**config.mk**
```make
export PLATFORM = sky130hd
export DESIGN_NAME = gpt_toggle_regs
export DESIGN_NICKNAME = d
export VERILOG_FILES = /design/src/gpt_pkg.sv /design/src/gpt_fe_store.sv /design/src/gpt_toggle_regs.sv
export SDC_FILE = /design/constraint.sdc
export NUM_CORES = 2
export LEC_CHECK = 0
export BUFFER_PORTS_ARGS = -buffer_cell sky130_fd_sc_hd__buf_4
export CAP_MARGIN = 10
export CORE_UTILIZATION = 45
export DETAILED_ROUTE_END_ITERATION = 10
export GPL_ROUTABILITY_DRIVEN = 1
export PLACE_DENSITY_LB_ADDON = 0.15
export SYNTH_ARGS = -nofsm -noshare
export SYNTH_HDL_FRONTEND = slang
export SYNTH_SLANG_ARGS = --single-unit
export TNS_END_PERCENT = 10
```
**constraint.sdc**
```tcl
create_clock -name clock -period 3.93 [get_ports clock]
set_clock_uncertainty 0.2 [all_clocks]
set_input_delay 0.1965 -clock clock [delete_from_list [all_inputs] [get_ports clock]]
set_output_delay 0.1965 -clock clock [all_outputs]
set_load 0.01 [all_outputs]
```
**src/gpt_pkg.sv**
```systemverilog
// Purpose: shared constants and types for the general output toggle register bank
// Assumes: register indices are word indices; byte address is four times the index
// Notes: widths are fixed
package gpt_pkg;

	localparam logic [7:0]  IDX_OUT1_A      = 8'h54;
	localparam logic [7:0]  IDX_OUT1_B      = 8'h55;
	localparam logic [7:0]  IDX_OUT1_C      = 8'h56;
	localparam logic [7:0]  IDX_OUT2_A      = 8'h57;
	localparam logic [7:0]  IDX_OUT2_B      = 8'h58;
	localparam logic [7:0]  IDX_OUT2_C      = 8'h59;
	localparam logic [7:0]  IDX_UNUSED_LO   = 8'h5A;
	localparam logic [7:0]  IDX_UNUSED_HI   = 8'h5F;
	localparam logic [7:0]  IDX_FE_MASK     = 8'h60;
	localparam logic [7:0]  IDX_LEVEL_CTRL  = 8'h61;
	localparam logic [7:0]  IDX_FE_LAST     = 8'h0F;

	localparam int          WORDS_PER_OUT   = 3;
	localparam int          NUM_TOGGLE_REGS = 6;
	localparam int          NUM_FE_REGS     = 16;

	// field positions inside the toggle words
	localparam int          A_FIELD_LSB     = 0;
	localparam int          A_LINE_LSB      = 13;
	localparam int          B_PIXEL_LSB     = 0;
	localparam int          B_FIELD_LSB     = 13;
	localparam int          C_LINE_LSB      = 0;
	localparam int          C_PIXEL_LSB     = 13;
	localparam int          FIELD_W         = 4;
	localparam int          COUNT_W         = 13;
	localparam int          REG_W           = 28;

	localparam logic [27:0] MASK_WORD_A     = 28'h3FFE00F;
	localparam logic [27:0] MASK_WORD_B     = 28'h001FFFF;
	localparam logic [27:0] MASK_WORD_C     = 28'h3FFFFFF;

	localparam logic [27:0] TOGGLE_RESET    = 28'h0000000;
	localparam logic [15:0] FE_MASK_RESET   = 16'h1803;
	localparam logic [1:0]  LEVEL_RESET     = 2'h0;

	// level control word: start levels writable, output levels read only
	localparam int          LVL_START_LSB   = 0;
	localparam int          LVL_OUT_LSB     = 2;

	typedef struct packed {
		logic [3:0]  field;
		logic [12:0] line;
		logic [12:0] pixel;
	} gpt_point_type;

	typedef struct packed {
		gpt_point_type first;
		gpt_point_type second;
	} gpt_output_cfg_type;

endpackage

```
**src/gpt_fe_store.sv**
```systemverilog
// Purpose: front-end register store with deferred or immediate update per address
// Assumes: one write port, one registered read port of the active values
// Notes: a deferred write in the same cycle as vertical_drive is kept pending for the next one
`timescale 1ns/10ps
module gpt_fe_store (
	input  wire logic        clock,
	input  wire logic        rst,
	input  wire logic        wr_en,
	input  wire logic [3:0]  wr_addr,
	input  wire logic [27:0] wr_data,
	input  wire logic [15:0] direct_mask,
	input  wire logic        vertical_drive,
	input  wire logic [3:0]  rd_addr,
	output logic      [27:0] rd_data
);

	logic [27:0] staged [gpt_pkg::NUM_FE_REGS];
	logic [27:0] active [gpt_pkg::NUM_FE_REGS];
	logic [15:0] pending;

	genvar n;
	generate
		for (n = 0; n < gpt_pkg::NUM_FE_REGS; n++) begin : g_entry
			wire hit    = wr_en && (wr_addr == 4'(n));
			wire direct = hit && direct_mask[n];
			wire commit = vertical_drive && pending[n];
			// an older pending value still goes live at vertical drive even when a new deferred write lands then
			always_ff @(posedge clock) begin
				if (rst) begin
					staged[n]  <= gpt_pkg::TOGGLE_RESET;
					active[n]  <= gpt_pkg::TOGGLE_RESET;
					pending[n] <= 1'b0;
				end else begin
					if (direct)
						active[n] <= wr_data;
					else if (commit)
						active[n] <= staged[n];
					if (hit && !direct)
						staged[n] <= wr_data;
					pending[n] <= (hit && !direct) || (pending[n] && !vertical_drive && !direct);
				end
			end
		end
	endgenerate

	always_ff @(posedge clock) begin
		if (rst)
			rd_data <= gpt_pkg::TOGGLE_RESET;
		else
			rd_data <= active[rd_addr];
	end
endmodule // gpt_fe_store

```
**src/gpt_toggle_regs.sv**
```systemverilog
// Purpose: toggle position registers for two general outputs and front-end update mask
// Assumes: classic Wishbone slave, counters synchronous to clock
// Notes: toggle positions go live only on vertical_drive
//
// Decided for this implementation: the Wishbone interface to the registers.
`timescale 1ns/10ps
// Summary of operation
// - output one first point field, line, pixel
// - output one second point field, line, pixel
// - output two first point, same layout
// - output two second point, same layout
// - positions reset zero, apply at vertical drive
// - sixteen-bit update mask, reset 1803
// - masked front-end register loads on full-word write
// - outputs start at programmable level
module gpt_toggle_regs (
	input  wire logic        clock,
	input  wire logic        rst,
	input  wire logic        wb_cyc_i,
	input  wire logic        wb_stb_i,
	input  wire logic        wb_we_i,
	input  wire logic [9:0]  wb_adr_i,
	input  wire logic [3:0]  wb_sel_i,
	input  wire logic [31:0] wb_dat_i,
	output logic      [31:0] wb_dat_o,
	output logic             wb_ack_o,
	input  wire logic        vertical_drive,
	input  wire logic        frame_start,
	input  wire logic [3:0]  field_count,
	input  wire logic [12:0] line_count,
	input  wire logic [12:0] pixel_count,
	output logic             general_output_one,
	output logic             general_output_two
);

	logic [27:0]                 staged [gpt_pkg::NUM_TOGGLE_REGS];
	gpt_pkg::gpt_output_cfg_type staged_cfg [2];
	gpt_pkg::gpt_output_cfg_type active_cfg [2];
	logic [15:0]                 frontend_serial_update_mask;
	logic [1:0]                  start_level;
	logic [1:0]                  level;
	logic                        wait_q;
	logic [27:0]                 fe_rd_data;

	// bus decode
	wire        req        = wb_cyc_i && wb_stb_i;
	wire        next_ack   = req && wait_q && !wb_ack_o;
	wire [7:0]  idx        = wb_adr_i[9:2];
	wire [31:0] byte_mask  = {{8{wb_sel_i[3]}}, {8{wb_sel_i[2]}}, {8{wb_sel_i[1]}}, {8{wb_sel_i[0]}}};
	wire        do_write   = next_ack && wb_we_i;
	wire        fe_hit     = (idx <= gpt_pkg::IDX_FE_LAST);
	wire        spare_hit  = (idx >= gpt_pkg::IDX_UNUSED_LO) && (idx <= gpt_pkg::IDX_UNUSED_HI);
	wire        mask_hit   = (idx == gpt_pkg::IDX_FE_MASK);
	wire        level_hit  = (idx == gpt_pkg::IDX_LEVEL_CTRL);
	wire        fe_write   = do_write && fe_hit && (wb_sel_i == 4'hF);
	wire [15:0] next_mask  = (frontend_serial_update_mask & ~byte_mask[15:0]) | (wb_dat_i[15:0] & byte_mask[15:0]);
	wire [1:0]  next_start = (start_level & ~byte_mask[1:0]) | (wb_dat_i[1:0] & byte_mask[1:0]);

	logic [27:0] toggle_rd;
	wire  [3:0]  level_word = {level, start_level};

	wire [31:0] next_rdata =
		fe_hit    ? {4'h0, fe_rd_data} :
		spare_hit ? 32'h00000000 :
		mask_hit  ? {16'h0000, frontend_serial_update_mask} :
		level_hit ? {28'h0000000, level_word} :
		{4'h0, toggle_rd};

	localparam logic [27:0] WORD_MASK [gpt_pkg::NUM_TOGGLE_REGS] = '{
		gpt_pkg::MASK_WORD_A, gpt_pkg::MASK_WORD_B, gpt_pkg::MASK_WORD_C,
		gpt_pkg::MASK_WORD_A, gpt_pkg::MASK_WORD_B, gpt_pkg::MASK_WORD_C};

	always_comb begin
		toggle_rd = 28'h0000000;
		for (int w = 0; w < gpt_pkg::NUM_TOGGLE_REGS; w++) begin
			if (idx == gpt_pkg::IDX_OUT1_A + 8'(w))
				toggle_rd = staged[w];
		end
	end

	// toggle words: reserved bits are dropped on write and read as zero
	genvar w;
	generate
		for (w = 0; w < gpt_pkg::NUM_TOGGLE_REGS; w++) begin : g_word
			wire        hit    = do_write && (idx == gpt_pkg::IDX_OUT1_A + 8'(w));
			wire [27:0] merged = (staged[w] & ~byte_mask[27:0]) | (wb_dat_i[27:0] & byte_mask[27:0]);
			always_ff @(posedge clock) begin
				if (rst)
					staged[w] <= gpt_pkg::TOGGLE_RESET;
				else if (hit)
					staged[w] <= merged & WORD_MASK[w];
			end
		end
	endgenerate

	// per output: decode fields, commit at vertical drive, toggle on match
	genvar o;
	generate
		for (o = 0; o < 2; o++) begin : g_out
			localparam int B = o * gpt_pkg::WORDS_PER_OUT;
			wire [27:0] wa = staged[B];
			wire [27:0] wb = staged[B + 1];
			wire [27:0] wc = staged[B + 2];
			assign staged_cfg[o].first.field  = wa[gpt_pkg::A_FIELD_LSB +: gpt_pkg::FIELD_W];
			assign staged_cfg[o].first.line   = wa[gpt_pkg::A_LINE_LSB +: gpt_pkg::COUNT_W];
			assign staged_cfg[o].first.pixel  = wb[gpt_pkg::B_PIXEL_LSB +: gpt_pkg::COUNT_W];
			assign staged_cfg[o].second.field = wb[gpt_pkg::B_FIELD_LSB +: gpt_pkg::FIELD_W];
			assign staged_cfg[o].second.line  = wc[gpt_pkg::C_LINE_LSB +: gpt_pkg::COUNT_W];
			assign staged_cfg[o].second.pixel = wc[gpt_pkg::C_PIXEL_LSB +: gpt_pkg::COUNT_W];

			wire hit_first  = active_cfg[o].first  == {field_count, line_count, pixel_count};
			wire hit_second = active_cfg[o].second == {field_count, line_count, pixel_count};
			wire next_level = frame_start ? start_level[o] :
				(hit_first || hit_second) ? !level[o] : level[o];

			always_ff @(posedge clock) begin
				if (rst)
					active_cfg[o] <= '0;
				else if (vertical_drive)
					active_cfg[o] <= staged_cfg[o];
			end

			always_ff @(posedge clock) begin
				if (rst)
					level[o] <= gpt_pkg::LEVEL_RESET[o];
				else
					level[o] <= next_level;
			end
		end
	endgenerate

	assign general_output_one = level[0];
	assign general_output_two = level[1];

	always_ff @(posedge clock) begin
		if (rst) begin
			wait_q   <= 1'b0;
			wb_ack_o <= 1'b0;
		end else begin
			wait_q   <= req && !wait_q && !wb_ack_o;
			wb_ack_o <= next_ack;
		end
	end

	always_ff @(posedge clock) begin
		if (rst)
			wb_dat_o <= 32'h00000000;
		else if (next_ack)
			wb_dat_o <= next_rdata;
	end

	always_ff @(posedge clock) begin
		if (rst)
			frontend_serial_update_mask <= gpt_pkg::FE_MASK_RESET;
		else if (do_write && mask_hit)
			frontend_serial_update_mask <= next_mask;
	end

	always_ff @(posedge clock) begin
		if (rst)
			start_level <= gpt_pkg::LEVEL_RESET;
		else if (do_write && level_hit)
			start_level <= next_start;
	end

	gpt_fe_store u_fe_store (
		.clock          (clock),
		.rst            (rst),
		.wr_en          (fe_write),
		.wr_addr        (idx[3:0]),
		.wr_data        (wb_dat_i[27:0]),
		.direct_mask    (frontend_serial_update_mask),
		.vertical_drive (vertical_drive),
		.rd_addr        (idx[3:0]),
		.rd_data        (fe_rd_data)
	);
endmodule // gpt_toggle_regs

```
==> metrics.cfg <==
[critical_path]
crit_top_cell = buf_4
crit_fanout = 29
crit_chain = dlygate4sd3_1, buf_4, nor4bb_1, buf_4, nor2_1, a22oi_1, a21oi_1, a211oi_1, buf_4, nor3_1
critPathLaunch = wb_adr_i[5]
crit_type = input pin to flop
cp.arrival_ns = 3.87
cp_num_buf_inv = 4
r2r_start = wb_ack_o
max_stage_delay_ns = 0.96
cp_slowest_cell = nor4bb_1
crit_required_ns = 4.35
end_kind = flop
critPathLaunchType = input pin
critical-path-top-delay-family = buffers and inverters

[logic_synthesis]
synth-seq-area-share_pct = 66.53
synthCells = 3687
netlist_area_um2 = 54100
synth_cell_type_count = 66
post_synth.cell_area_avg_um2 = 14.67
synth-edff-count = 1136
netlist.top_cell.by_area = edfxtp_1
synth_warnings = 0
ys_top_cells_by_area = edfxtp_1 63%, a22o_1 7.3%, and2_1 6.6%, mux4_2 6.2%, dfxtp_1 3.5%
synthArstFlopShare_pct = 0
synth_top_area_share_pct = 63.05
synth_ff_type = edfxtp_1
ys_ff_latch = 1230

[clocking]
postCtsSetupBuffers = 0
worstSkewPairLatency_ns = 0.75
cts_buffers = 133
ctsResizeCount = 0
clk_path_buf_depth = 3
clk_pin_slew_ns = 0.06
h-tree-depth = 4
cts_tree = built
clock_sinks = 1230
root_buffer = clkbuf_16

[detailed_routing]
drt-initial-drc-count = 3745
vias = 32780
viasPerCell = 5.983
totalWireLength_mm = 172.3
drc = 0
final_antenna_net_count = 0
wire_per_inst_um = 31.44
firstDrtPassIters = 6

[power]
total_power_mw = 28.80
p_per_area_nw_per_um2 = 468.7
ir_drop_v = 0.0004331
p_leak_nw = 22.13

[floorplan]
chipHeight_um = 348.7
core_area_um2 = 118600
die_x_um = 348.7
die_area_um2 = 121600
num_io_pins = 118
num_rows = 126
start_util_pct = 45.63

[layout]
syn_to_final_growth_pct = 13.57
final_cell_mix = 1,136 x edfxtp_1, 571 x and2_1, 451 x a22o_1
nets = 3847
drive_above_1_share_pct = 16.57
n_fill_cell = 9858
utilization_pct = 51.83
final_common_cell = edfxtp_1

[timing]
fmax_mhz = 289.5
tightest_slew_ns = 1.053
relSlewSlack_pct = 28.88
min_period_over_period_pct = 87.89
fin_crit_ns = 3.454
slew_violations = 0
finalWorstSetupSlack_ns = 0.4759
rsz0062_at_grt = no
finalSetupViolCount = 0
whs_ns = 0.04880
finalHoldViolCount = 0

[global_routing]
grt_pass1_vias = 31270
grt_max_degree = 121
grtUsageMet2_pct = 45.80
use_met1_pct = 38.26
grt_usage_pct = 28.29
grt_overflow_total = 0
grt_pass1_wl_mm = 241.0
use_met3_pct = 5.120
busiest_layer = met2
antenna_found_initial = 7

[place]
place_congestion = 0.8948
io_buffers = 107
pre_cts_ws_ns = 0.4535
hpwl_mm = 100.6

[worst_hold_path]
min_from = wb_cyc_i
hp-class = input pin to flop

[job]
drv_cap = 0

[status]
status = finished clean

## final cells by class
class	count	area, µm²	area share (%)
Antenna cell	4	10.01	0.01629
Clock buffer	181	3674	5.979
Clock inverter	65	489.2	0.7962
Inverter	6	25.02	0.04073
Multi-Input combinational cell	2107	16820	27.37
Sequential cell	1230	35990	58.58
Tap cell	1600	2002	3.258
Timing Repair Buffer	286	2434	3.961
## per-layer routing
layer / wire (µm) / vias up
li1: - / 14210
met1: 69780 / 16860
met2: 82490 / 1471
met3: 14070 / 238
met4: 5875 / 8
met5: 59 / -
## path summary, 6_finish.rpt
check / to / cells after the start / slack [ns]
hold / removal: wb_dat_o[14] / 5 / 0.05
setup reg to reg: u_fe_store.active[6][25] / 7 / 0.62
setup / recovery: wb_dat_o[13] / 10 / 0.48
hold reg to reg: wb_dat_o[26] / 2 / 0.28
## report_power, final
part | switching, mW | leakage (nW) | total [mW] | internal, mW
Combinational | 1.20 | 7.54 | 1.73 | 0.531
Sequential | 0.216 | 12.5 | 14.9 | 14.7
Clock | 5.23 | 2.03 | 12.1 | 6.90
Total | 6.64 | 22.1 | 28.8 | 22.2
## Yosys cell counts (29+ instances only)
cell type / instances
edfxtp_1: 1136
and2_1: 571
a22o_1: 451
clkbuf_1: 276
a21oi_1: 159
mux4_2: 148
nand2b_1: 123
xor2_1: 97
dfxtp_1: 94
nor2_1: 92
nand2_1: 80
nor2b_1: 37
o21ai_0: 32
nand3_1: 30
nor4_1: 30
buf_2: 29
## timing repair
action                     in CTS  in global routing
hold endpoints to repair     1043                  0
hold buffers                   45                  0
setup endpoints to repair       0                  0
## registers in the layout, indices dropped and copies added (netlist names), named ones only
name	cells
u_fe_store.active	448
u_fe_store.staged	448
active_cfg	120
staged	120
u_fe_store.rd_data	28
wb_dat_o	28
u_fe_store.pending	16
general_output_one	1
general_output_two	1
wait_q	1
wb_ack_o	1
## kinds of logic after synthesis
logic type | after synthesis | share of synthesized area (%)
xor+xnor | 118 | 1.910
simple gates | 1060 | 11.52
buf+inv | 353 | 2.678
compound gates | 752 | 10.72
flops | 1230 | 66.53
other cells | 1 | 0.006932
mux | 173 | 6.631
## worst register-to-register path, cell delays in order (launching register included)
cell     delay [ns]
dfxtp_1        0.33
and4b_1        0.28
nand2_1        0.17
nor2_1         0.60
nand2_1        0.64
nor2_2         0.29
buf_4          0.43
a22o_1         0.23
## stage by stage
step	area, µm²	TNS, ns	cells
after floorplan	54110	-2.107	3690
after global placement	56820	0	5184
after detailed placement	56820	0	5184
after CTS	61430	0	5475
after global routing	61430	0	5475
final	61440	0	5479
(Power assumes the default switching activity.)
